`src/include/sidx_pkg.sv`:
```
// Purpose: shared constants and types for the split interrupt descriptor executor
// Assumes: descriptor of four 32-bit words held in flip-flops, word n at byte offset 4*n
// Notes: bit positions inside dw1 and dw3 are given relative to that word

package sidx_pkg;

   // register port geometry and word offsets
   localparam int ADDR_W = 8;
   localparam int DW_COUNT = 4;
   localparam logic [7:0] OFF_DW0 = 8'h00;
   localparam logic [7:0] OFF_DW3 = 8'h0c;

   // dw0 fields
   localparam int V_BIT = 0;
   localparam int XFER_CNT_LO = 3;
   localparam int MPL_LO = 18;
   localparam int EP0_BIT = 31;
   // dw1 fields
   localparam int EPHI_LO = 0;
   localparam int FADDR_LO = 3;
   localparam int TOKEN_LO = 10;
   localparam int KIND_LO = 12;
   localparam int SPLIT_BIT = 14;
   localparam int SPEED_LO = 16;
   localparam int PORT_LO = 18;
   localparam int HUB_LO = 25;
   // dw2 fields
   localparam int POLL_LO = 3;
   localparam int DSA_LO = 8;
   // dw3 fields
   localparam int XFERRED_LO = 0;
   localparam int CERR_LO = 23;
   localparam int DT_BIT = 25;
   localparam int PHASE_BIT = 27;
   localparam int XERR_BIT = 28;
   localparam int BABBLE_BIT = 29;
   localparam int HALT_BIT = 30;

   // writable bits per word; reserved bits keep their value
   localparam logic [31:0] WMASK [DW_COUNT] = '{32'h9fff_fff9, 32'hffff_7fff, 32'h00ff_ffff, 32'hfb80_0fff};
   localparam logic [31:0] DW_RESET = 32'h0000_0000;

   // field encodings
   localparam logic [1:0] KIND_INTR = 2'h3;
   localparam logic [1:0] TOKEN_OUT = 2'h0;
   localparam logic [1:0] TOKEN_IN = 2'h1;
   localparam logic [1:0] SPEED_LOW = 2'h2;
   localparam logic [1:0] SPEED_FULL = 2'h0;
   localparam logic [10:0] MAX_FS_PKT = 11'h040;
   localparam logic [14:0] MAX_TOTAL = 15'h1000;

   // polling: masks of the microframe counter for periods of 1,2,4,8,16,32 ms
   localparam logic [7:0] PMASK_1MS = 8'h07;
   localparam logic [7:0] PMASK_2MS = 8'h0f;
   localparam logic [7:0] PMASK_4MS = 8'h1f;
   localparam logic [7:0] PMASK_8MS = 8'h3f;
   localparam logic [7:0] PMASK_16MS = 8'h7f;
   localparam logic [7:0] PMASK_32MS = 8'hff;

   typedef enum logic [2:0] {
      RES_ACK = 3'h0,
      RES_NAK = 3'h1,
      RES_NYET = 3'h2,
      RES_STALL = 3'h3,
      RES_ERR = 3'h4,
      RES_BABBLE = 3'h5
   } sidx_res_t;

   typedef enum logic [1:0] {
      ST_IDLE = 2'b00,
      ST_WAIT = 2'b01
   } sidx_state_t;

   // one transaction handed to the link engine
   typedef struct packed {
      logic split;
      logic phase;
      logic [1:0] token;
      logic [6:0] func_addr;
      logic [3:0] endpoint_num;
      logic [1:0] speed;
      logic [6:0] hub_addr;
      logic [6:0] hub_port;
      logic toggle;
      logic [10:0] len;
      logic [15:0] data_addr;
   } sidx_txn_t;

   // decoded descriptor
   typedef struct packed {
      logic valid;
      logic [14:0] xfer_byte_count;
      logic [10:0] max_pkt_len;
      logic [3:0] endpoint_num;
      logic [6:0] function_addr;
      logic [1:0] token;
      logic [1:0] transfer_kind;
      logic split;
      logic [1:0] split_speed_code;
      logic [6:0] hub_port;
      logic [6:0] hub_addr;
      logic [4:0] poll;
      logic [15:0] data_addr;
      logic [11:0] xferred;
      logic [1:0] cerr;
      logic toggle;
      logic split_phase;
   } sidx_fields_t;

endpackage : sidx_pkg

```
`src/core/sidx_exec.sv`:
```
// Purpose: hold one interrupt transfer descriptor and run its start/complete split transactions
// Assumes: link engine on the same clock answers every request with one done pulse
// Notes: data payload lives elsewhere; only its address and length are handed out
//
// Our own choices: the placing of the registers and the address-and-strobe port.

`timescale 1ns/1ps

module sidx_exec
(
   input wire logic i_mclk,
   input wire logic i_rst,
   input wire logic [sidx_pkg::ADDR_W-1:0] i_addr,
   input wire logic [31:0] i_wdata,
   input wire logic i_wr,
   input wire logic i_rd,
   output logic [31:0] o_rdata,
   input wire logic i_uframe_tick,
   input wire logic i_txn_done,
   input wire sidx_pkg::sidx_res_t i_txn_result,
   input wire logic [10:0] i_txn_bytes,
   output logic o_txn_req,
   output sidx_pkg::sidx_txn_t o_txn,
   output logic o_retired,
   output logic o_fatal
);
   import sidx_pkg::*;

   logic [31:0] dw_ff [DW_COUNT];
   sidx_fields_t fld;
   logic [7:0] period_mask;
   sidx_state_t state_ff;
   sidx_state_t nxt_state;
   logic [7:0] uf_cnt_ff;
   logic txn_req_ff;
   sidx_txn_t txn_ff;
   sidx_txn_t nxt_txn;
   logic [31:0] rdata_ff;
   logic retired_ff;
   logic fatal_ff;
   logic addr_hit;
   logic [1:0] widx;
   logic due;
   logic can_start;
   logic start;
   logic done;
   logic [12:0] new_xferred;
   logic [14:0] total_eff;
   logic [14:0] remaining;
   logic all_done;
   logic [31:0] hw_dw3;
   logic hw_clr_valid;
   logic retire;
   logic fatal;

   sidx_decode u_dec
   (
      .i_dw0(dw_ff[0]),
      .i_dw1(dw_ff[1]),
      .i_dw2(dw_ff[2]),
      .i_dw3(dw_ff[3]),
      .o_fld(fld),
      .o_period_mask(period_mask)
   );

   // address decode: aligned words only, anything else is unmapped
   assign addr_hit = (i_addr >= OFF_DW0) && (i_addr <= OFF_DW3) && (i_addr[1:0] == 2'h0);
   assign widx = i_addr[3:2];

   // microframe counter free-runs so every period boundary lines up
   always_ff @(posedge i_mclk or posedge i_rst)
   begin
      if (i_rst)
         uf_cnt_ff <= 8'h00;
      else if (i_uframe_tick)
         uf_cnt_ff <= uf_cnt_ff + 8'h01;
   end

   // due on period boundary; complete split goes next microframe
   assign due = i_uframe_tick && (fld.split_phase || ((uf_cnt_ff & period_mask) == 8'h00));

   // only a valid interrupt descriptor with a known token may start
   assign can_start = fld.valid && (fld.transfer_kind == KIND_INTR)
                      && ((fld.token == TOKEN_OUT) || (fld.token == TOKEN_IN));
   assign start = (state_ff == ST_IDLE) && can_start && due;
   assign done = (state_ff == ST_WAIT) && i_txn_done;

   // total capped at 4 kB; remaining sizes the next packet
   always_comb
   begin
      total_eff = (fld.xfer_byte_count > MAX_TOTAL) ? MAX_TOTAL : fld.xfer_byte_count;
      remaining = (total_eff > {3'h0, fld.xferred}) ? (total_eff - {3'h0, fld.xferred}) : 15'h0000;
      new_xferred = {1'b0, fld.xferred} + {2'h0, i_txn_bytes};
      // a short packet also ends the transfer
      all_done = ({2'h0, new_xferred} >= total_eff) || (i_txn_bytes < txn_ff.len);
   end

   // build the request from the decoded descriptor
   always_comb
   begin
      // split flag chooses the transaction form
      nxt_txn.split = fld.split;
      nxt_txn.phase = fld.split & fld.split_phase;
      // token code passed as out or in
      nxt_txn.token = fld.token;
      nxt_txn.func_addr = fld.function_addr;
      nxt_txn.endpoint_num = fld.endpoint_num;
      // speed code only meaningful for split
      nxt_txn.speed = fld.split ? fld.split_speed_code : SPEED_FULL;
      nxt_txn.hub_addr = fld.hub_addr;
      nxt_txn.hub_port = fld.hub_port;
      nxt_txn.toggle = fld.toggle;
      nxt_txn.data_addr = fld.data_addr;
      // packet bounded by max length and by 64 on split targets
      nxt_txn.len = fld.max_pkt_len;
      if (fld.split && (nxt_txn.len > MAX_FS_PKT))
         nxt_txn.len = MAX_FS_PKT;
      if ({4'h0, nxt_txn.len} > remaining)
         nxt_txn.len = remaining[10:0];
   end

   // outcome of a finished transaction, written back into dw3 and valid
   always_comb
   begin
      hw_dw3 = dw_ff[3];
      hw_clr_valid = 1'b0;
      retire = 1'b0;
      fatal = 1'b0;
      if (done)
      begin
         case (i_txn_result)
            RES_ACK:
            begin
               // start split acknowledged, move to complete split
               if (fld.split && !fld.split_phase)
                  hw_dw3[PHASE_BIT] = 1'b1;
               else
               begin
                  hw_dw3[XFERRED_LO +: 12] = new_xferred[11:0];
                  hw_dw3[DT_BIT] = ~fld.toggle;
                  hw_dw3[PHASE_BIT] = 1'b0;
                  if (all_done)
                  begin
                     hw_clr_valid = 1'b1;
                     retire = 1'b1;
                  end
               end
            end
            RES_NYET: hw_dw3 = dw_ff[3]; // hub not ready, repeat complete split
            RES_NAK: hw_dw3[PHASE_BIT] = 1'b0; // retry from start split at next period
            RES_STALL:
            begin
               hw_dw3[HALT_BIT] = 1'b1;
               hw_clr_valid = 1'b1;
               retire = 1'b1;
               fatal = 1'b1;
            end
            RES_BABBLE:
            begin
               hw_dw3[BABBLE_BIT] = 1'b1;
               hw_dw3[HALT_BIT] = 1'b1;
               hw_clr_valid = 1'b1;
               retire = 1'b1;
               fatal = 1'b1;
            end
            default:
            begin
               hw_dw3[XERR_BIT] = 1'b1;
               // retry while the counter lasts, halt at zero
               if (fld.cerr == 2'h0)
               begin
                  hw_dw3[HALT_BIT] = 1'b1;
                  hw_clr_valid = 1'b1;
                  retire = 1'b1;
                  fatal = 1'b1;
               end
               else
                  hw_dw3[CERR_LO +: 2] = fld.cerr - 2'h1;
            end
         endcase
      end
   end

   // descriptor store: software writes, then hardware write-back
   always_ff @(posedge i_mclk or posedge i_rst)
   begin
      if (i_rst)
      begin
         for (int i = 0; i < DW_COUNT; i++)
            dw_ff[i] <= DW_RESET;
      end
      else
      begin
         // reserved bits keep their value on writes
         if (i_wr && addr_hit)
            dw_ff[widx] <= (i_wdata & WMASK[widx]) | (dw_ff[widx] & ~WMASK[widx]);
         // hardware owns the status word while it writes back
         if (done)
            dw_ff[3] <= hw_dw3;
         // clear valid; a software set in the same cycle wins
         if (hw_clr_valid && !(i_wr && addr_hit && (widx == 2'h0) && i_wdata[V_BIT]))
            dw_ff[0][V_BIT] <= 1'b0;
      end
   end

   // state and request: request stays up until the link reports done
   always_comb
   begin
      case (state_ff)
         ST_IDLE: nxt_state = start ? ST_WAIT : ST_IDLE;
         ST_WAIT: nxt_state = i_txn_done ? ST_IDLE : ST_WAIT;
         default: nxt_state = ST_IDLE;
      endcase
   end

   always_ff @(posedge i_mclk or posedge i_rst)
   begin
      if (i_rst)
         state_ff <= ST_IDLE;
      else
         state_ff <= nxt_state;
   end

   // request flag and its payload, frozen for the whole transaction
   always_ff @(posedge i_mclk or posedge i_rst)
   begin
      if (i_rst)
      begin
         txn_req_ff <= 1'b0;
         txn_ff <= '0;
      end
      else if (start)
      begin
         txn_req_ff <= 1'b1;
         txn_ff <= nxt_txn;
      end
      else if (done)
         txn_req_ff <= 1'b0;
   end

   // retirement pulses, one cycle after the done answer, on the same edge as the write-back
   always_ff @(posedge i_mclk or posedge i_rst)
   begin
      if (i_rst)
      begin
         retired_ff <= 1'b0;
         fatal_ff <= 1'b0;
      end
      else
      begin
         retired_ff <= retire;
         fatal_ff <= fatal;
      end
   end

   // read data stands only in the cycle after the strobe; unmapped reads zero
   always_ff @(posedge i_mclk or posedge i_rst)
   begin
      if (i_rst)
         rdata_ff <= 32'h0000_0000;
      else if (i_rd && addr_hit)
         rdata_ff <= dw_ff[widx];
      else
         rdata_ff <= 32'h0000_0000;
   end

   assign o_rdata = rdata_ff;
   assign o_txn_req = txn_req_ff;
   assign o_txn = txn_ff;
   assign o_retired = retired_ff;
   assign o_fatal = fatal_ff;

endmodule : sidx_exec

```
`src/core/sidx_decode.sv`:
```
// Purpose: split the stored descriptor words into named fields and a polling mask
// Assumes: words arrive straight from the descriptor flip-flops
// Notes: purely combinational

`timescale 1ns/1ps

module sidx_decode
(
   input wire logic [31:0] i_dw0,
   input wire logic [31:0] i_dw1,
   input wire logic [31:0] i_dw2,
   input wire logic [31:0] i_dw3,
   output sidx_pkg::sidx_fields_t o_fld,
   output logic [7:0] o_period_mask
);
   import sidx_pkg::*;

   always_comb
   begin
      o_fld.valid = i_dw0[V_BIT];
      o_fld.xfer_byte_count = i_dw0[XFER_CNT_LO +: 15];
      o_fld.max_pkt_len = i_dw0[MPL_LO +: 11];
      o_fld.endpoint_num = {i_dw1[EPHI_LO +: 3], i_dw0[EP0_BIT]};
      o_fld.function_addr = i_dw1[FADDR_LO +: 7];
      o_fld.token = i_dw1[TOKEN_LO +: 2];
      o_fld.transfer_kind = i_dw1[KIND_LO +: 2];
      o_fld.split = i_dw1[SPLIT_BIT];
      o_fld.split_speed_code = i_dw1[SPEED_LO +: 2];
      o_fld.hub_port = i_dw1[PORT_LO +: 7];
      o_fld.hub_addr = i_dw1[HUB_LO +: 7];
      o_fld.poll = i_dw2[POLL_LO +: 5];
      o_fld.data_addr = i_dw2[DSA_LO +: 16];
      o_fld.xferred = i_dw3[XFERRED_LO +: 12];
      o_fld.cerr = i_dw3[CERR_LO +: 2];
      o_fld.toggle = i_dw3[DT_BIT];
      o_fld.split_phase = i_dw3[PHASE_BIT];
   end

   // highest set poll bit picks period
   always_comb
   begin
      if (o_fld.poll[4])
         o_period_mask = PMASK_32MS;
      else if (o_fld.poll[3])
         o_period_mask = PMASK_16MS;
      else if (o_fld.poll[2])
         o_period_mask = PMASK_8MS;
      else if (o_fld.poll[1])
         o_period_mask = PMASK_4MS;
      else if (o_fld.poll[0])
         o_period_mask = PMASK_2MS;
      else
         o_period_mask = PMASK_1MS;
   end

endmodule : sidx_decode

```
`config.mk`:
```
export PLATFORM = sky130hd
export DESIGN_NAME = sidx_exec
export DESIGN_NICKNAME = d
export VERILOG_FILES = /design/src/include/sidx_pkg.sv /design/src/core/sidx_exec.sv /design/src/core/sidx_decode.sv
export SDC_FILE = /design/constraint.sdc
export NUM_CORES = 1
export LEC_CHECK = 0
export ABC_AREA = 1
export BUFFER_PORTS_ARGS = -buffer_cell sky130_fd_sc_hd__buf_2
export CORE_AREA = 2 2 203 205
export DETAILED_ROUTE_END_ITERATION = 7
export DIE_AREA = 0 0 205 207
export RECOVER_POWER = 100
export SLEW_MARGIN = 20
export SYNTH_ARGS = -nofsm -noshare
export SYNTH_HDL_FRONTEND = slang
export SYNTH_SLANG_ARGS = --single-unit
```
`constraint.sdc`:
```
create_clock -name i_mclk -period 6.1 [get_ports i_mclk]
set_input_delay 0.305 -clock i_mclk [delete_from_list [all_inputs] [get_ports i_mclk]]
set_output_delay 0.305 -clock i_mclk [all_outputs]
set_load 0.05 [all_outputs]
```
==> impl_metrics.ini <==
[run_status]
outcome = finished with violations
violations = capacitance limit, slew limit

[global_routing]
grt_first_pass_wirelength_um = 60500
grt_max_degree = 182
grt_use_total_pct = 18.5
grt_pass1_vias = 10100
antenna_found_initial = 0
grt_overflow = 0

[finish]
drive_above_1_share_pct = 7.83
fin_nets = 1725
syn2layout_area_growth_pct = 16.8
layoutNonFillerInstCount = 2155
antenna_cells = 0

[sta]
setup_viol = 0
hold_viol = 0
slew_headroom_pct = -94.5
slew_viol_final = 244
tightest_slew_ns = 2.92
grt_setup_unrepaired = false
setup_slack_ns = 1.14
hold_ws_ns = 0.0226
fmax_mhz = 202
finalCritPeriodShare_pct = 81.3
finClkSkew_ns = 0.0233
fin_crit_ns = 4.96
setup_tns_ns = 0

[power]
power_frac_clock_pct = 31.9
p_per_area_nw_per_um2 = 372
switching_share_pct = 38.7
seqPwrFrac_pct = 37.2
internal_power_mw = 3.18
total_power_mw = 5.19
total_leakage_power_nw = 7.14
switchingPower_mw = 2.01
ir_drop_mv = 0.252
comb_power_share_pct = 30.9

[setup_path]
path_max_fanout = 37
crit_arrival_ns = 5.38
reg2reg_depth = 22
rr_endpoint = o_txn[16]$_DFFE_PP0P_
worstPathRequired_ns = 6.52
rr_startpoint = dw_ff[105]$_DFFE_PP0P_
crit_path_start_kind = input port
crit_type = in -> reg
crit_path_end_kind = register
rrSetupSlack_ns = 1.41

[die]
dieArea_sq_um = 42400
num_io_pins = 154
die_h_um = 207
core_area_sq_um = 40400
row_count = 74
start_util_pct = 29.6
die-width_um = 205

[clock_tree]
clock_latency_ns = 0.55
clock-sinks = 231
clock_path_buffers = 3
htree_levels = 1
cts_made_buffers = 26
clockRootBuffer = clkbuf_16
postCtsSetupBuffers = 0
clkSlewWorstSetupHoldPaths_ns = 0.07
cts_tree = done

[flow_run]
drv_cap = 5

[synthesis]
syn_nets = 1604
syn_inst = 1482
yosysUniqueCellTypes = 42
ys_seq_elements = 231
avgSynthCellArea_sq_um = 8.06
synth-async-reset-ratio_pct = 100
ys_warn_count = 0
synth_edf_count = 0
yosys-top-cells-area = dfrtp_1 (48%), nand2_1 (13%), inv_1 (6.6%), ha_1 (6.3%), o21ai_0 (6.0%)
synth_top_area_share_pct = 48.4
synth_area_sq_um = 11900
synthFlopType = dfrtp_1
ys_seq_area_share_pct = 48.4
netlist.top_cell.by_area = dfrtp_1

[drt]
drt_iter0_drc = 825
vias = 10400
finalWirelength_um = 39200
final_antenna_net_count = 0
drc_errors = 0
wl_per_cell_um = 18.2
first_pass_iters = 5
via_per_inst = 4.80

[place]
gp_congestion = 0.862
dp_hpwl_um = 29500
place_ws_ns = 1.48
port_buffers = 153
dp.cells = 2103

[worst_hold_path]
holdPathEnd = dw_ff[103]$_DFFE_PP0P_
hold_path.class = in -> reg
min_from = i_wdata[7]
holdPathStages = 3
==> worst max path at each step <==
stage | slack, ns | from | depth (start not counted) | end
finish | 1.14 | i_addr[2] | 7 | dw_ff[75]$_DFFE_PP0P_
global route | 0.61 | i_addr[2] | 7 | dw_ff[68]$_DFFE_PP0P_
CTS | 1.46 | dw_ff[105]$_DFFE_PP0P_ | 23 | o_txn[16]$_DFFE_PP0P_
detailed placement | 1.48 | dw_ff[105]$_DFFE_PP0P_ | 23 | o_txn[16]$_DFFE_PP0P_
global placement | 1.42 | dw_ff[105]$_DFFE_PP0P_ | 25 | o_txn[22]$_DFFE_PP0P_
floorplan | 2.33 | dw_ff[105]$_DFFE_PP0P_ | 27 | o_txn[16]$_DFFE_PP0P_
==> power groups by stage <==
stage / Sequential (mW) / Clock, mW / Combinational [mW]
3_3_place_gp: 1.95 / 0 / 1.64
3_5_place_dp: 1.95 / 0 / 1.64
5_1_grt: 1.96 / 1.77 / 1.78
2_1_floorplan: 2.35 / 0 / 0.747
4_1_cts: 1.93 / 1.70 / 1.65
6_report: 1.93 / 1.66 / 1.60
==> synthesized netlist by cell type (2+ instances only) <==
library cell	n
fa_1	2
nand3b_1	2
o21ai_0	144
or2_2	7
a21oi_1	50
a22oi_1	5
nand3_2	6
xor2_1	11
nor2_2	4
dfrtp_1	231
nor2_1	81
nand3_1	57
inv_2	3
clkbuf_1	51
o21a_1	8
nor3_1	5
clkinv_1	2
o22ai_1	14
o21bai_1	3
inv_1	210
nand2_2	2
nand2_1	419
o221ai_1	18
nor4_1	5
buf_2	22
a31oi_1	12
ha_1	60
nand4_1	14
a221oi_1	18
xnor2_1	4
==> layer usage <==
layer  vias up  global-route usage (%)  share of wire [%]
li1       5028                       -                  -
met1      4935                    26.3                 47
met2       326                    28.9                 45
met3        63                    2.72                5.6
met4         0                    5.66                2.8
met5         -                       0                  0
==> area by class of cell <==
class                      instances  area (sq um)
sequential                       231          5780
inverter                         215           811
tap                              532           666
fill                            4375         26400
clock inverter                    14           155
clock buffer                      34           752
timing repair buffer             169           761
multi-input combinational        960          5020
==> stage by stage <==
stage | util [%] | cell area (sq um)
after CTS | 34.9 | 14100
final | 34.5 | 13900
after global placement | 32.6 | 13200
after global routing | 34.5 | 13900
after floorplan | - | 11900
after detailed placement | 32.6 | 13200
==> flip-flops by register name (all words and copies together) (netlist names) <==
register	flops
o_retired	1
o_txn_req	1
dw_ff	128
state_ff	1
o_fatal	1
uf_cnt_ff	8
o_rdata	32
o_txn	59
==> logic make-up after synthesis <==
family                   share of synthesized area [%]
AO/OA/AOI/OAI                                     13.5
XOR/XNOR                                          1.10
flip-flops                                        48.4
adder cells (fa/ha/maj)                           6.62
AND/OR/NAND/NOR                                   20.9
buffers and inverters                             9.47
==> worst max-delay path, stage by stage <==
cell	delay [ns]
clkbuf_1	0.60
inv_1	0.39
nor2_1	0.23
inv_1	0.27
nor2_1	1.95
inv_1	1.17
o21ai_0	0.43
==> layout by cell type, fill, tap and decap left out, types with 6 or more instances in the layout <==
cell type | Yosys | routed
nand2_1 | 419 | 420
dfrtp_1 | 231 | 231
inv_1 | 210 | 212
o21ai_0 | 144 | 144
clkbuf_1 | 51 | 106
nor2_1 | 81 | 82
ha_1 | 60 | 60
nand3_1 | 57 | 57
buf_2 | 22 | 56
a21oi_1 | 50 | 50
clkbuf_16 | 0 | 27
a221oi_1 | 18 | 18
o221ai_1 | 18 | 18
o22ai_1 | 14 | 14
nand4_1 | 14 | 14
a31oi_1 | 12 | 12
xor2_1 | 11 | 11
o21a_1 | 8 | 8
clkinv_2 | 0 | 8
or2_2 | 7 | 7
nand3_2 | 6 | 6
==> repair_timing <==
item                                   in CTS  in global routing
hold buffers                                4                  0
resized for setup                           0                  0
endpoints found under the hold margin      13                  0
No activity file was read; power rests on OpenSTA's default activity.
